==> config.mk <==
export PLATFORM = sky130hd
export DESIGN_NAME = timer8_waveform_modes
export DESIGN_NICKNAME = d
export VERILOG_FILES = /design/src/rtl/timer8_pkg.sv /design/src/rtl/timer8_waveform_modes.sv
export SDC_FILE = /design/constraint.sdc
export NUM_CORES = 1
export LEC_CHECK = 0
export BUFFER_PORTS_ARGS = -buffer_cell sky130_fd_sc_hd__buf_2
export CORE_AREA = 2 2 99 101
export CTS_CLUSTER_DIAMETER = 150
export CTS_CLUSTER_SIZE = 20
export DETAILED_ROUTE_END_ITERATION = 8
export DIE_AREA = 0 0 101 103
export PLACE_DENSITY = 0.68
export SLEW_MARGIN = 20
export SYNTH_ARGS = -nofsm -noshare
export SYNTH_HDL_FRONTEND = slang
export SYNTH_SLANG_ARGS = --single-unit
==> constraint.sdc <==
create_clock -name hclk -period 4.6 [get_ports hclk]
set_clock_uncertainty 0.05 [all_clocks]
set_input_delay 0.92 -clock hclk [delete_from_list [all_inputs] [get_ports hclk]]
set_output_delay 0.92 -clock hclk [all_outputs]
set_load 0.02 [all_outputs]
==> src/rtl/timer8_pkg.sv <==
// constants shared by the 8-bit waveform timer
package timer8_pkg;
  // waveform select encodings
  localparam logic [1:0] WS_NORMAL      = 2'h0;
  localparam logic [1:0] WS_PHASE_PWM   = 2'h1;
  localparam logic [1:0] WS_CLEAR_MATCH = 2'h2;
  localparam logic [1:0] WS_FAST_PWM    = 2'h3;
  // compare output actions
  localparam logic [1:0] ACT_NONE   = 2'h0;
  localparam logic [1:0] ACT_TOGGLE = 2'h1;
  localparam logic [1:0] ACT_CLEAR  = 2'h2;
  localparam logic [1:0] ACT_SET    = 2'h3;
  // counter extremes
  localparam logic [7:0] CNT_BOTTOM = 8'h00;
  localparam logic [7:0] CNT_MAX    = 8'hff;
  // register byte offsets
  localparam logic [7:0] OFS_CTRL    = 8'h00;
  localparam logic [7:0] OFS_COUNT   = 8'h04;
  localparam logic [7:0] OFS_COMPARE = 8'h08;
  localparam logic [7:0] OFS_FLAGS   = 8'h0c;
  // control and flag field positions
  localparam int CTRL_WS_LSB    = 0;
  localparam int CTRL_ACT_LSB   = 2;
  localparam int CTRL_PRE_LSB   = 4;
  localparam int CTRL_DIR_BIT   = 7;
  localparam int FLAG_MATCH_BIT = 0;
  localparam int FLAG_OVF_BIT   = 1;
  // prescale select codes: 0 stops, 1..7 pick 1,8,32,64,128,256,1024
  localparam logic [2:0] PRE_STOP = 3'h0;
  localparam logic [9:0] PRE_DIV_1    = 10'h000;
  localparam logic [9:0] PRE_DIV_8    = 10'h007;
  localparam logic [9:0] PRE_DIV_32   = 10'h01f;
  localparam logic [9:0] PRE_DIV_64   = 10'h03f;
  localparam logic [9:0] PRE_DIV_128  = 10'h07f;
  localparam logic [9:0] PRE_DIV_256  = 10'h0ff;
  localparam logic [9:0] PRE_DIV_1024 = 10'h3ff;
  // ahb transfer types
  localparam logic [1:0] HTRANS_NONSEQ = 2'h2;
  localparam logic [1:0] HTRANS_SEQ    = 2'h3;
endpackage : timer8_pkg

==> src/rtl/timer8_waveform_modes.sv <==
// 8-bit timer with one compare channel, four waveform modes, ahb-lite slave
//
// Chosen here: the placing of the registers and register access over AHB-Lite.
`timescale 1ns/100ps
`default_nettype none
module timer8_waveform_modes (
  input  wire logic        hclk,
  input  wire logic        hresetn,
  input  wire logic        hsel,
  input  wire logic [7:0]  haddr,
  input  wire logic [1:0]  htrans,
  input  wire logic        hwrite,
  input  wire logic [2:0]  hsize,
  input  wire logic [31:0] hwdata,
  input  wire logic        hready,
  output logic      [31:0] hrdata,
  output logic             hreadyout,
  output logic             hresp,
  output logic             compare_output,
  output logic             pin_out,
  output logic             pin_oe
);
  import timer8_pkg::*;

  typedef struct packed {
    logic [7:0] count_value;
    logic [7:0] compare_value;   // active compare
    logic [7:0] compare_buf;     // software-visible buffer
    logic [1:0] waveform_select;
    logic [1:0] compare_output_action;
    logic [2:0] prescale_sel;
    logic       dir_out;
    logic       count_down;
    logic       match_pend;      // equality seen, flag next cycle
    logic       block_match;     // count written, block next tick
    logic       compare_match_flag;
    logic       overflow_flag;
    logic       oc;
    logic [9:0] pre_cnt;
    logic       dph_wr;
    logic [7:0] dph_addr;
    logic [31:0] rdata;
  } state_s;

  state_s s_r;
  state_s s_nxt;

  logic       addr_ok;
  logic       tick;
  logic [9:0] pre_lim;
  logic       pwm;
  logic       eq;
  logic       match;
  logic       wr_count;
  logic       wr_cmp;
  logic       wr_ctrl;
  logic       wr_flag;
  logic [7:0] wd;
  logic       at_top;
  logic       bot_evt;
  logic       ovf_set;

  // prescale limit; selection 0 stops the timer
  always_comb begin
    unique case (s_r.prescale_sel)
      3'h1: pre_lim = PRE_DIV_1;
      3'h2: pre_lim = PRE_DIV_8;
      3'h3: pre_lim = PRE_DIV_32;
      3'h4: pre_lim = PRE_DIV_64;
      3'h5: pre_lim = PRE_DIV_128;
      3'h6: pre_lim = PRE_DIV_256;
      3'h7: pre_lim = PRE_DIV_1024;
      default: pre_lim = PRE_DIV_1;
    endcase
  end

  // prescaled tick; >= so a smaller divide picked mid-count needs no 10-bit wrap
  assign tick = (s_r.prescale_sel != PRE_STOP) && (s_r.pre_cnt >= pre_lim);

  // bus decode; address phase accepted when hready high
  assign addr_ok = hsel && hready && (htrans == HTRANS_NONSEQ || htrans == HTRANS_SEQ);
  assign wd       = hwdata[7:0];
  assign wr_ctrl  = s_r.dph_wr && s_r.dph_addr == OFS_CTRL;
  assign wr_count = s_r.dph_wr && s_r.dph_addr == OFS_COUNT;
  assign wr_cmp   = s_r.dph_wr && s_r.dph_addr == OFS_COMPARE;
  assign wr_flag  = s_r.dph_wr && s_r.dph_addr == OFS_FLAGS;

  assign pwm    = s_r.waveform_select == WS_PHASE_PWM || s_r.waveform_select == WS_FAST_PWM;
  assign eq     = s_r.count_value == s_r.compare_value;
  // write blocks the match of the next tick
  assign match  = tick && eq && !s_r.block_match;
  // top is compare value in mode 2, else MAX
  assign at_top = (s_r.waveform_select == WS_CLEAR_MATCH) ? eq : (s_r.count_value == CNT_MAX);
  assign bot_evt = tick && (s_r.count_value == CNT_BOTTOM) && s_r.count_down;

  // next-state logic
  always_comb begin
    s_nxt = s_r;
    s_nxt.rdata = 32'h0000_0000;
    ovf_set = 1'b0;
    s_nxt.pre_cnt = tick ? 10'h000 : s_r.pre_cnt + 10'h001;
    if (s_r.prescale_sel == PRE_STOP) begin
      s_nxt.pre_cnt = 10'h000;
    end
    // counter
    if (tick) begin
      s_nxt.match_pend = match;
      unique case (s_r.waveform_select)
        WS_NORMAL: s_nxt.count_value = s_r.count_value + 8'h01;
        // clear on match, otherwise wrap through 0xFF
        WS_CLEAR_MATCH: begin
          s_nxt.count_value = eq ? CNT_BOTTOM : s_r.count_value + 8'h01;
        end
        WS_FAST_PWM: begin
          s_nxt.count_value = s_r.count_value + 8'h01;
        end
        // dual slope over full eight bits
        WS_PHASE_PWM: begin
          if (!s_r.count_down && s_r.count_value == CNT_MAX) begin
            s_nxt.count_down  = 1'b1;
            s_nxt.count_value = CNT_MAX - 8'h01;
          end else if (s_r.count_down && s_r.count_value == CNT_BOTTOM) begin
            s_nxt.count_down  = 1'b0;
            s_nxt.count_value = CNT_BOTTOM + 8'h01;
          end else if (s_r.count_down) begin
            s_nxt.count_value = s_r.count_value - 8'h01;
          end else begin
            s_nxt.count_value = s_r.count_value + 8'h01;
          end
        end
      endcase
      if (s_r.waveform_select != WS_PHASE_PWM) begin
        s_nxt.count_down = 1'b0;
      end
      s_nxt.block_match = 1'b0;
    end else begin
      s_nxt.match_pend = 1'b0;
    end
    if (s_r.match_pend) begin
      s_nxt.compare_match_flag = 1'b1;
    end
    if (tick) begin
      unique case (s_r.waveform_select)
        WS_NORMAL, WS_CLEAR_MATCH: begin
          if (s_r.count_value == CNT_MAX) ovf_set = 1'b1;
        end
        WS_FAST_PWM: begin
          if (s_r.count_value == CNT_MAX - 8'h01) ovf_set = 1'b1;
        end
        WS_PHASE_PWM: begin
          if (s_r.count_down && s_r.count_value == CNT_BOTTOM + 8'h01) begin
            ovf_set = 1'b1;
          end
        end
      endcase
    end
    if (ovf_set) begin
      s_nxt.overflow_flag = 1'b1;
    end
    // buffered compare loads at MAX in both fast and phase (up-count) modes
    if (pwm && tick) begin
      if ((s_r.waveform_select == WS_FAST_PWM && s_r.count_value == CNT_MAX) ||
          (s_r.waveform_select == WS_PHASE_PWM && !s_r.count_down &&
           s_r.count_value == CNT_MAX)) begin
        s_nxt.compare_value = s_r.compare_buf;
      end
    end
    // waveform generator
    if (match) begin
      unique case (s_r.compare_output_action)
        ACT_NONE: s_nxt.oc = s_r.oc;
        ACT_TOGGLE: s_nxt.oc = ~s_r.oc;
        ACT_CLEAR, ACT_SET: begin
          // phase pwm, clear action: up-count match clears, down-count match sets; set action is the reverse
          if (s_r.waveform_select == WS_PHASE_PWM) begin
            s_nxt.oc = (s_r.count_down ^ (s_r.compare_output_action == ACT_SET));
          end else begin
            s_nxt.oc = (s_r.compare_output_action == ACT_SET);
          end
        end
      endcase
    end
    // fast pwm sets/clears at bottom; match at MAX wins
    if (tick && s_r.waveform_select == WS_FAST_PWM && s_r.count_value == CNT_MAX &&
        !match && s_r.compare_output_action[1]) begin
      s_nxt.oc = (s_r.compare_output_action == ACT_CLEAR);
    end
    // bus data phase writes
    if (wr_ctrl) begin
      s_nxt.waveform_select       = wd[CTRL_WS_LSB +: 2];
      s_nxt.compare_output_action = wd[CTRL_ACT_LSB +: 2];
      s_nxt.prescale_sel          = wd[CTRL_PRE_LSB +: 3];
      s_nxt.dir_out               = wd[CTRL_DIR_BIT];
    end
    if (wr_count) begin
      s_nxt.count_value = wd;
      // a match already seen on this tick still reaches the flag
      s_nxt.block_match = 1'b1;
    end
    if (wr_cmp) begin
      s_nxt.compare_buf = wd;
      if (!pwm) s_nxt.compare_value = wd;
    end
    // write one clears; a set in the same cycle wins
    if (wr_flag) begin
      if (wd[FLAG_MATCH_BIT] && !s_r.match_pend) s_nxt.compare_match_flag = 1'b0;
      // an overflow on this tick must not be lost to the clear, even if already high
      if (wd[FLAG_OVF_BIT] && !ovf_set) begin
        s_nxt.overflow_flag = 1'b0;
      end
    end
    // address phase capture and read data
    s_nxt.dph_wr   = addr_ok && hwrite;
    s_nxt.dph_addr = haddr;
    if (addr_ok && !hwrite) begin
      unique case (haddr)
        OFS_CTRL: begin
          s_nxt.rdata = {24'h00_0000, s_r.dir_out, s_r.prescale_sel,
                         s_r.compare_output_action, s_r.waveform_select};
        end
        OFS_COUNT:   s_nxt.rdata = {24'h00_0000, s_r.count_value};
        OFS_COMPARE: s_nxt.rdata = {24'h00_0000, s_r.compare_buf};
        OFS_FLAGS: begin
          s_nxt.rdata = {29'h0000_0000, s_r.oc, s_r.overflow_flag, s_r.compare_match_flag};
        end
        default: s_nxt.rdata = 32'h0000_0000;
      endcase
    end
  end

  // single state register; reset clears everything
  always_ff @(posedge hclk or negedge hresetn) begin
    if (!hresetn) begin
      s_r <= '0;
    end else begin
      s_r <= s_nxt;
    end
  end

  // outputs straight from flops or tied off; pin enable is the direction bit
  assign hrdata         = s_r.rdata;
  assign hreadyout      = 1'b1;
  assign hresp          = 1'b0;
  assign compare_output = s_r.oc;
  assign pin_out        = s_r.oc;
  assign pin_oe         = s_r.dir_out;

  // assertions
  property p_clear_match;
    @(posedge hclk) disable iff (!hresetn)
      (tick && s_r.waveform_select == WS_CLEAR_MATCH && eq && !wr_count)
      |=> (s_r.count_value == CNT_BOTTOM);
  endproperty
  a_clear_match: assert property (p_clear_match) else $error("counter not cleared on match");

  property p_flag_next;
    @(posedge hclk) disable iff (!hresetn)
      match |=> ##1 s_r.compare_match_flag;
  endproperty
  a_flag_next: assert property (p_flag_next) else $error("match flag not set");

  property p_block;
    @(posedge hclk) disable iff (!hresetn)
      (tick && eq && s_r.block_match) |=> !s_r.match_pend;
  endproperty
  a_block: assert property (p_block) else $error("match not blocked after count write");

  property p_pin_gate;
    @(posedge hclk) disable iff (!hresetn)
      wr_ctrl |=> (pin_oe == $past(wd[CTRL_DIR_BIT]));
  endproperty
  a_pin_gate: assert property (p_pin_gate) else $error("pin driven while input");

  property p_ovf_normal;
    @(posedge hclk) disable iff (!hresetn)
      (tick && s_r.waveform_select == WS_NORMAL && s_r.count_value == CNT_MAX && !wr_count)
      |=> (s_r.count_value == CNT_BOTTOM && s_r.overflow_flag);
  endproperty
  a_ovf_normal: assert property (p_ovf_normal) else $error("normal wrap without overflow");

  property p_phase_max;
    @(posedge hclk) disable iff (!hresetn)
      (tick && s_r.waveform_select == WS_PHASE_PWM && s_r.count_value == CNT_MAX &&
       !wr_count && !wr_ctrl) |=> (s_r.count_down && s_r.count_value == CNT_MAX - 8'h01);
  endproperty
  a_phase_max: assert property (p_phase_max) else $error("phase pwm did not turn at max");

  property p_fast_wrap;
    @(posedge hclk) disable iff (!hresetn)
      (tick && s_r.waveform_select == WS_FAST_PWM && s_r.count_value == CNT_MAX && !wr_count)
      |=> (s_r.count_value == CNT_BOTTOM);
  endproperty
  a_fast_wrap: assert property (p_fast_wrap) else $error("fast pwm did not restart");

  property p_toggle;
    @(posedge hclk) disable iff (!hresetn)
      (match && s_r.compare_output_action == ACT_TOGGLE) |=> (s_r.oc != $past(s_r.oc));
  endproperty
  a_toggle: assert property (p_toggle) else $error("output did not toggle");

  property p_ctc_ovf;
    @(posedge hclk) disable iff (!hresetn)
      (tick && s_r.waveform_select == WS_CLEAR_MATCH && s_r.count_value == CNT_MAX)
      |=> s_r.overflow_flag;
  endproperty
  a_ctc_ovf: assert property (p_ctc_ovf) else $error("clear mode wrap without overflow");

  property p_fast_ovf;
    @(posedge hclk) disable iff (!hresetn)
      (tick && s_r.waveform_select == WS_FAST_PWM && s_r.count_value == CNT_MAX - 8'h01 &&
       !wr_count) |=> (s_r.count_value == CNT_MAX && s_r.overflow_flag);
  endproperty
  a_fast_ovf: assert property (p_fast_ovf) else $error("fast pwm max without overflow");

  property p_phase_bottom;
    @(posedge hclk) disable iff (!hresetn)
      (tick && s_r.waveform_select == WS_PHASE_PWM && s_r.count_down &&
       s_r.count_value == CNT_BOTTOM + 8'h01 && !wr_count)
      |=> (s_r.count_value == CNT_BOTTOM && s_r.overflow_flag);
  endproperty
  a_phase_bottom: assert property (p_phase_bottom) else $error("phase bottom no overflow");

  property p_phase_turn_up;
    @(posedge hclk) disable iff (!hresetn)
      (tick && s_r.waveform_select == WS_PHASE_PWM && s_r.count_down &&
       s_r.count_value == CNT_BOTTOM && !wr_count)
      |=> (!s_r.count_down && s_r.count_value == CNT_BOTTOM + 8'h01);
  endproperty
  a_phase_turn_up: assert property (p_phase_turn_up) else $error("phase did not turn up");

  property p_buf_hold;
    @(posedge hclk) disable iff (!hresetn)
      (pwm && !(tick && s_r.count_value == CNT_MAX)) |=> $stable(s_r.compare_value);
  endproperty
  a_buf_hold: assert property (p_buf_hold) else $error("active compare moved mid-period");

  property p_fast_bottom;
    @(posedge hclk) disable iff (!hresetn)
      (tick && s_r.waveform_select == WS_FAST_PWM && s_r.count_value == CNT_MAX &&
       s_r.compare_value != CNT_MAX && s_r.compare_output_action == ACT_CLEAR)
      |=> s_r.oc;
  endproperty
  a_fast_bottom: assert property (p_fast_bottom) else $error("fast pwm not set at bottom");

  property p_phase_match;
    @(posedge hclk) disable iff (!hresetn)
      (match && s_r.waveform_select == WS_PHASE_PWM && s_r.compare_output_action == ACT_CLEAR)
      |=> (s_r.oc == $past(s_r.count_down));
  endproperty
  a_phase_match: assert property (p_phase_match) else $error("phase match level wrong");

  c_ctc:   cover property (@(posedge hclk) match && s_r.waveform_select == WS_CLEAR_MATCH);
  c_fast:  cover property (@(posedge hclk) tick && s_r.waveform_select == WS_FAST_PWM && at_top);
  c_phase: cover property (@(posedge hclk) bot_evt && s_r.waveform_select == WS_PHASE_PWM);
endmodule // timer8_waveform_modes
`default_nettype wire

==> results of run 1 <==
logic make-up after synthesis:
| kind of cell | after synthesis | share of synthesized area [%] |
|---|---|---|
| xor+xnor | 22 | 4.51 |
| buf+inv | 78 | 10.6 |
| simple gates | 152 | 18.9 |
| flops | 65 | 38.1 |
| compound gates | 106 | 15.8 |
| mux | 23 | 6.62 |
| other cells | 2 | 0.176 |
| fa+ha+maj | 18 | 5.27 |
worst paths after layout:
check	endpoint	slack, ps	depth (start not counted)
max in group asynchronous	s_r[66]	3010	2
max reg2reg	s_r[73]	1610	6
min in group asynchronous	s_r[45]	660	1
max	s_r[73]	1610	6
min	s_r[53]	410	1
min reg2reg	s_r[53]	410	1
registers in the layout (all words and copies together) (netlist names):
| name | count |
|---|---|
| compare_output | 1 |
| pin_oe | 1 |
| hrdata | 8 |
| s_r | 55 |
cell type report:
class | instances | area (um2) | area share, %
timing repair buffer | 35 | 183 | 4.02
multi-input combinational | 347 | 2290 | 50.4
clock buffer | 10 | 128 | 2.81
clock inverter | 6 | 115 | 2.53
inverter | 16 | 60.1 | 1.32
tap | 114 | 143 | 3.14
sequential | 65 | 1630 | 35.8
metrics by stage:
step	cell area [um2]	power, mW
after floorplan	4360	1.37
after detailed placement	4300	1.49
after CTS	4540	2.09
after global placement	4300	1.47
after global routing	4550	2.23
final	4550	2.09
routing by layer:
metal	vias up	share of wire, %	global-route usage (%)
met4	0	1.9	7.17
li1	1635	-	-
met3	19	5.9	4.34
met1	1667	43	26.2
met5	-	0	0
met2	143	50	34.0
where the power goes:
group | switching (mW) | internal, mW | leakage [nW]
sequential | 0.210 | 0.670 | 0.785
clock | 0.230 | 0.363 | 0.117
combinational | 0.341 | 0.280 | 1.17
total | 0.781 | 1.31 | 2.08
cells in the final DEF, fill, tap and decap left out, types with 14 or more instances in the layout:
cell     count
a21oi_1     27
and3_1      14
buf_2       32
conb_1      26
dfrtp_1     65
ha_1        18
inv_1       16
nand2_1     29
nor2_1      44
o21ai_0     19
o31ai_1     17
xnor2_1     17
==> impl_metrics.tcl, run 1 <==
set metrics [dict create \
    leakage_nw 2.08 \
    clockBufferDepth 2 \
    die_h_um 103 \
    path_cells "ha_1 > nand3_2 > nor2_1 > nand2_1 > o31ai_1 > a22oi_1" \
    cts.sinks 65 \
    ys_ff_latch 65 \
    antenna_found_initial 0 \
    start_util_pct 45.2 \
    via_count 3464 \
    clk_pin_slew_ps 80 \
    min_from "s_r[55]" \
    period_share_pct 65.0 \
    nFillCells 895 \
    wl_per_cell_um 16.7 \
    tightest_slew_ps 925 \
    clockRootBuffer "clkbuf_8" \
    grt_overflow 0 \
    fin_setup_tns_ps 0 \
    cts_tree "done" \
    max_freq_mhz 335 \
    whs_ps 415 \
    ys_types 63 \
    cap_viol_max_count 0 \
    cts_resized 0 \
    fp.dieW_um 101 \
    crit_buf_inv 0 \
    cp_max_fo 12 \
    worstHoldPathType "reg2reg" \
    hold_viol 0 \
    drive_gt1_share_pct 15.9 \
    grt_max_degree 44 \
    synth_area_leader_cell "dfrtp_1" \
    routed_wl_mm 9.91 \
    max_stage_delay_ps 700 \
    fin_ws_ps 1610 \
    criticalPathCategory "reg2reg" \
    grt_pass1_vias 3377 \
    min_period_ps 2990 \
    hpwl_mm 7.14 \
    worstSetupStartpointType "flip-flop" \
    io_buffers 32 \
    nets 542 \
    gp_congestion 0.882 \
    worstSetupStartpoint "s_r[82]" \
    track_usage_pct 20.3 \
    dieArea_um2 10400 \
    required_ps 4740 \
    yosysSeqAreaShare_pct 38.1 \
    synth-edff-count 0 \
    postRouteAntennaNets 0 \
    dpl.cell_count 577 \
    synthTopCellsByArea "dfrtp_1 (38%), buf_4 (6.3%), ha_1 (5.3%), nor2_1 (4.0%), xnor2_1 (3.5%)" \
    grt_pass1_wl_mm 16.5 \
    synthFlopType "dfrtp_1" \
    status "finished, final reports clean" \
    fin_util_pct 48.1 \
    crit_slowest_cell "nor2_1" \
    drtIter0Drc 286 \
    cts_hold_buf 0 \
    post-synth-top-count-cell "dfrtp_1" \
    h-tree-depth 3 \
    rows 36 \
    worst-endpoint-arrival_ps 3130 \
    ir_drop_mv 0.260 \
    drv_slew 0 \
    pre_cts_slack_ps 1780 \
    fp.coreArea_um2 9460 \
    power.density_nw_per_um2 460 \
    final_cells 593 \
    end_kind "flip-flop" \
    avgViaCountPerCell 5.84 \
    clock_latency_ps 360 \
    slew-limit-headroom_pct 38.3 \
    io_pins 87 \
    syn_area_um2 4270 \
    synth.avg_cell_area_um2 9.17 \
    path_delay_family "simple AND/OR/NAND/NOR gates" \
    dr.pass1.iters 5 \
    final-setup-viol-count 0 \
    synthArstFlopShare_pct 100 \
    drc_errors 0 \
    numCtsBuffers 9 \
    syn_inst 466 \
    netlist.area_leader.share_pct 38.1 \
    rsz0062_at_grt "no" \
    antenna_cells 0 \
    synth_commonest_cells "dfrtp_1 (65), nor2_1 (45), buf_4 (36)" \
    yosys_warnings 0 \
    cts_setup_buffers 0 \
    timing.rr.start "s_r[82]" \
    area_delta_synth_final_pct 6.35 \
]
(Power assumes the default switching activity.)
==> run 2: changes to the inputs <==
PLACE_DENSITY = 0.7   (was 0.68)
clock period = 2.7 ns   (was 4.6 ns; I/O delays follow)
==> impl_metrics.tcl, run 2 (synthesis gave the netlist of run 1 again) <==
set metrics [dict create \
    fin_ws_ps 204 \
    crit_slowest_cell "a211o_2" \
    finalPower_mw 3.50 \
    area_delta_synth_final_pct 7.58 \
    cap_viol_max_count 0 \
    pre_cts_slack_ps 100 \
    die_h_um 103 \
    whs_ps 264 \
    fp.coreArea_um2 9460 \
    tightest_slew_ps 814 \
    clock_latency_ps 340 \
    track_usage_pct 20.5 \
    regArea_um2 1630 \
    period_share_pct 92.5 \
    io_pins 87 \
    via_count 3518 \
    max_freq_mhz 401 \
    dieArea_um2 10400 \
    cts_hold_buf 0 \
    h-tree-depth 3 \
    final-setup-viol-count 0 \
    drc_errors 0 \
    fin_setup_tns_ps 0 \
    power.density_nw_per_um2 762 \
    routed_wl_mm 9.90 \
    slew-limit-headroom_pct 45.7 \
    dr.pass1.iters 5 \
    most-common-layout-cells "dfrtp_1 (65), nor2_1 (45), buf_2 (32)" \
    postRouteAntennaNets 0 \
    multi_input_area_um2 2290 \
    clockRootBuffer "clkbuf_8" \
    largest_reg_flops 55 \
    worstSetupStartpointType "flip-flop" \
    io_buffers 32 \
    drive_gt1_share_pct 17.3 \
    leakage_nw 2.12 \
    rsz0062_at_grt "no" \
    grt_pass1_vias 3422 \
    grt_pass1_wl_mm 16.7 \
    rows 36 \
    cts_setup_buffers 0 \
    numCtsBuffers 9 \
    path_delay_family "compound AO/OA/AOI/OAI gates" \
    hpwl_mm 7.24 \
    nFillCells 865 \
    end_kind "flip-flop" \
    status "finished, final reports clean" \
    path_cells "or2_2 > ha_1 > nand2b_1 > a21oi_1 > o21bai_1 > a211o_2 > nand2_1 > o22ai_1" \
    wl_per_cell_um 16.5 \
    cts.sinks 65 \
    largest_register "s_r" \
    worst-endpoint-arrival_ps 2660 \
    cts_tree "done" \
    final_common_cell "dfrtp_1" \
    min_period_ps 2500 \
    drv_slew 0 \
    grt_overflow 0 \
    clk_pin_slew_ps 70 \
    ir_drop_mv 0.563 \
    fp.dieW_um 101 \
    clockBufferDepth 2 \
    worstHoldPathType "in2reg" \
    gp_congestion 0.893 \
    max_stage_delay_ps 490 \
    required_ps 2860 \
    hold_viol 0 \
    antenna_found_initial 0 \
    drtIter0Drc 392 \
    antenna_cells 0 \
    nets 551 \
    avgViaCountPerCell 5.86 \
    crit_buf_inv 0 \
    cp_max_fo 16 \
    criticalPathCategory "reg2reg" \
    start_util_pct 45.2 \
    grt_max_degree 66 \
]
## run 2: changes by cell type in the layout (fill, tap and decap cells not counted), sizes merged
cell and change:
inv -1, buf +9, bufinv -1, clkbuf +1, clkinvlp -1
## run 2: worst paths after layout
kind                       startpoint      end  slack [ps]  cells past startpoint
max in group asynchronous     hresetn  s_r[65]        1740                      2
setup reg to reg              s_r[59]  s_r[56]         200                      8
setup / recovery              s_r[59]  s_r[56]         200                      8
min in group asynchronous     hresetn  s_r[46]         320                      2
hold / removal               haddr[5]  s_r[37]         260                      1
hold reg to reg               s_r[55]  s_r[53]         400                      1
## run 2: final cells by class
| class | count | area share (%) |
|---|---|---|
| multi-input cells | 347 | 49.8 |
| inverters | 16 | 1.31 |
| clock buffers | 11 | 3.29 |
| repair buffers | 44 | 5.71 |
| well taps | 114 | 3.10 |
| clock inverters | 3 | 1.41 |
| flip-flops and latches | 65 | 35.4 |
## run 2: through the flow
stage                     util [%]  area (um2)  instances
after floorplan                  -        4360        490
after global routing          48.6        4600        600
after CTS                     48.6        4600        600
final                         48.6        4600        600
after global placement        46.3        4380        586
after detailed placement      46.3        4380        586
## run 2: repair_timing
item / in CTS / in global routing
resized for setup: 0 / 1
endpoints found under the setup margin: 0 / 6
hold endpoints to repair: 0 / 0
## run 2: power breakdown
| part | total, mW | internal [mW] | switching, mW |
|---|---|---|---|
| logic | 1.14 | 0.518 | 0.624 |
| registers | 1.45 | 1.14 | 0.304 |
| clock network | 0.913 | 0.559 | 0.354 |
## run 2: layer usage
layer | wire [um] | up-vias | share of wire, % | track usage (%)
met5 | 0 | - | 0 | 0
met4 | 310 | 0 | 3.1 | 9.25
met2 | 4750 | 153 | 48 | 32.5
met3 | 596 | 26 | 6.0 | 4.54
li1 | - | 1643 | - | -
met1 | 4250 | 1696 | 43 | 27.2
==> run 3: changes to the inputs <==
BUFFER_PORTS_ARGS = unset   (was -buffer_cell sky130_fd_sc_hd__buf_2)
CORE_AREA = 3 3 100 102   (was 2 2 99 101)
DIE_AREA = 0 0 103 105   (was 0 0 101 103)
DONT_BUFFER_PORTS = 1   (was unset)
PLACE_DENSITY = 0.62   (was 0.7)
clock period = 2.2 ns   (was 2.7 ns; I/O delays follow)
==> impl_metrics.tcl, run 3 (synthesis gave the netlist of run 1 again) <==
set metrics [dict create \
    status "complete, but fails checks" \
    violations "negative setup slack" \
    numCtsBuffers 9 \
    worstSetupStartpoint "s_r[59]" \
    regToRegSetupSlack_ps -80 \
    p_clk_share_pct 21.3 \
    hold_depth 0 \
    path_cells "a21oi_2 > ha_1 > a21o_1 > a21oi_2 > nor2_4 > a211o_4 > buf_6 > a31oi_1 > a22oi_1" \
    most-common-layout-cells "dfrtp_1 (62), buf_4 (55), nor2_1 (35)" \
    period_share_pct 103 \
    io_pins 87 \
    cap_viol_max_count 0 \
    grt_pass1_wl_mm 17.8 \
    drc_errors 0 \
    max_freq_mhz 439 \
    hold_end "s_r[33]" \
    nFillCells 783 \
    dieArea_um2 10800 \
    drive_gt1_share_pct 30.0 \
    rr_endpoint "s_r[74]" \
    crit_buf_inv 1 \
    internal_power_mw 2.98 \
    avgViaCountPerCell 5.76 \
    grt_pass1_vias 3583 \
    worstHoldPathType "in2reg" \
    clockBufferDepth 2 \
    fp.dieW_um 103 \
    nets 569 \
    grt_max_degree 66 \
    min_period_ps 2280 \
    gp_congestion 0.857 \
    drtIter0Drc 279 \
    drv_slew 0 \
    end_kind "flip-flop" \
    routed_wl_mm 11.2 \
    ir_drop_mv 0.570 \
    h-tree-depth 3 \
    clockRootBuffer "clkbuf_8" \
    rsz0062_at_grt "yes" \
    track_usage_pct 21.1 \
    final-setup-viol-count 14 \
    largest_register "s_r" \
    clock_latency_ps 350 \
    area_delta_synth_final_pct 20.9 \
    worstSetupStartpointType "flip-flop" \
    worst-endpoint-arrival_ps 2430 \
    tightest_slew_ps 613 \
    fin_setup_tns_ps -519 \
    dr.pass1.iters 5 \
    min_from "haddr[1]" \
    max_stage_delay_ps 430 \
    start_util_pct 46.5 \
    hpwl_mm 8.07 \
    via_count 3552 \
    leakage_nw 2.26 \
    required_ps 2360 \
    switching_share_pct 39.1 \
    fin_ws_ps -76.6 \
    crit_slowest_cell "dfrtp_1" \
    hold_viol 0 \
    power.share.sequential_pct 34.0 \
    power.density_nw_per_um2 946 \
    antenna_found_initial 0 \
    antenna_cells 0 \
    combPwrFrac_pct 44.7 \
    cts_tree "done" \
    wl_per_cell_um 18.1 \
    path_common_cell "a21oi_2" \
    fp.coreArea_um2 9200 \
    cts.sinks 65 \
    criticalPathCategory "reg2reg" \
    grt_overflow 0 \
    path_delay_family "compound AO/OA/AOI/OAI gates" \
    cp_max_fo 7 \
    finalPower_mw 4.89 \
    largest_reg_flops 55 \
    die_h_um 105 \
    timing.rr.start "s_r[59]" \
    power_switching_mw 1.91 \
    rows 35 \
    clk_pin_slew_ps 80 \
    postRouteAntennaNets 0 \
    final_common_cell "dfrtp_1" \
    slew-limit-headroom_pct 58.9 \
    io_buffers 0 \
    ff2ff_path_depth 9 \
]
## run 3: changes by cell type in the layout (fill, tap and decap cells not counted), moves of 5 or more
| cell | delta |
|---|---|
| nor2_1 | -10 |
| buf_2 | -32 |
| o31ai_1 | -7 |
| a21oi_1 | -8 |
| nor2_4 | +7 |
| a21oi_2 | +7 |
| o31ai_2 | +5 |
| buf_4 | +44 |
## run 3: layer usage
| metal | wire length (um) | up-vias | GRT usage [%] |
|---|---|---|---|
| li1 | - | 1681 | - |
| met1 | 4720 | 1745 | 27.6 |
| met2 | 5660 | 108 | 34.6 |
| met3 | 602 | 18 | 2.87 |
| met4 | 218 | 0 | 8.42 |
| met5 | 0 | - | 0 |
## run 3: cell type report
type / count / area [um2] / area share (%)
multi-input combinational: 348 / 2620 / 50.8
sequential: 65 / 1630 / 31.6
timing repair buffer: 61 / 513 / 9.93
tap: 111 / 139 / 2.69
clock buffer: 9 / 124 / 2.40
clock inverter: 7 / 77.6 / 1.50
inverter: 16 / 60.1 / 1.16
## run 3: worst reg2reg max path, stage by stage (launching register included)
cell and delay [ps]:
dfrtp_1 430, a21oi_2 220, ha_1 280, a21o_1 180
a21oi_2 190, nor2_4 80, a211o_4 320, buf_6 150
a31oi_1 150, a22oi_1 80
## run 3: worst max path at each step
stage / cells after the start / endpoint / slack [ps]
6_report: 9 / s_r[74] / -80
2_1_floorplan: 9 / s_r[74] / 40
4_1_cts: 9 / s_r[74] / -80
5_1_grt: 10 / s_r[74] / -190
3_3_place_gp: 9 / s_r[73] / -120
3_5_place_dp: 10 / s_r[74] / -170
## run 3: repair_timing
item,CTS,global route
gates resized for setup,41,33
pin swaps,17,23
endpoints found under the setup margin,30,31
gates cloned,1,1
hold endpoints to repair,65,0
hold buffers,2,0
setup buffers,3,2
## run 3: stage by stage
| stage | setup slack [ps] | hold slack (ps) | instance area [um2] | instances | util [%] |
|---|---|---|---|---|---|
| after floorplan | 40.6 | 94.4 | 4380 | 490 | - |
| after global placement | -124 | 96.1 | 4550 | 593 | 49.4 |
| after detailed placement | -168 | 96.2 | 4550 | 593 | 49.4 |
| after CTS | -79.8 | 48.7 | 5020 | 615 | 54.6 |
| after global routing | -192 | 49.8 | 5170 | 617 | 56.2 |
| final | -76.6 | 61.9 | 5170 | 617 | 56.2 |
## run 3: power by group through the flow
stage                     sequential (mW)  combinational (mW)  clock [mW]
final                                1.66                2.18        1.04
after global routing                 1.68                2.39        1.11
after CTS                            1.64                2.01        1.07
after detailed placement             1.65                1.77           0
after global placement               1.64                1.72           0
after floorplan                      1.57                1.30           0
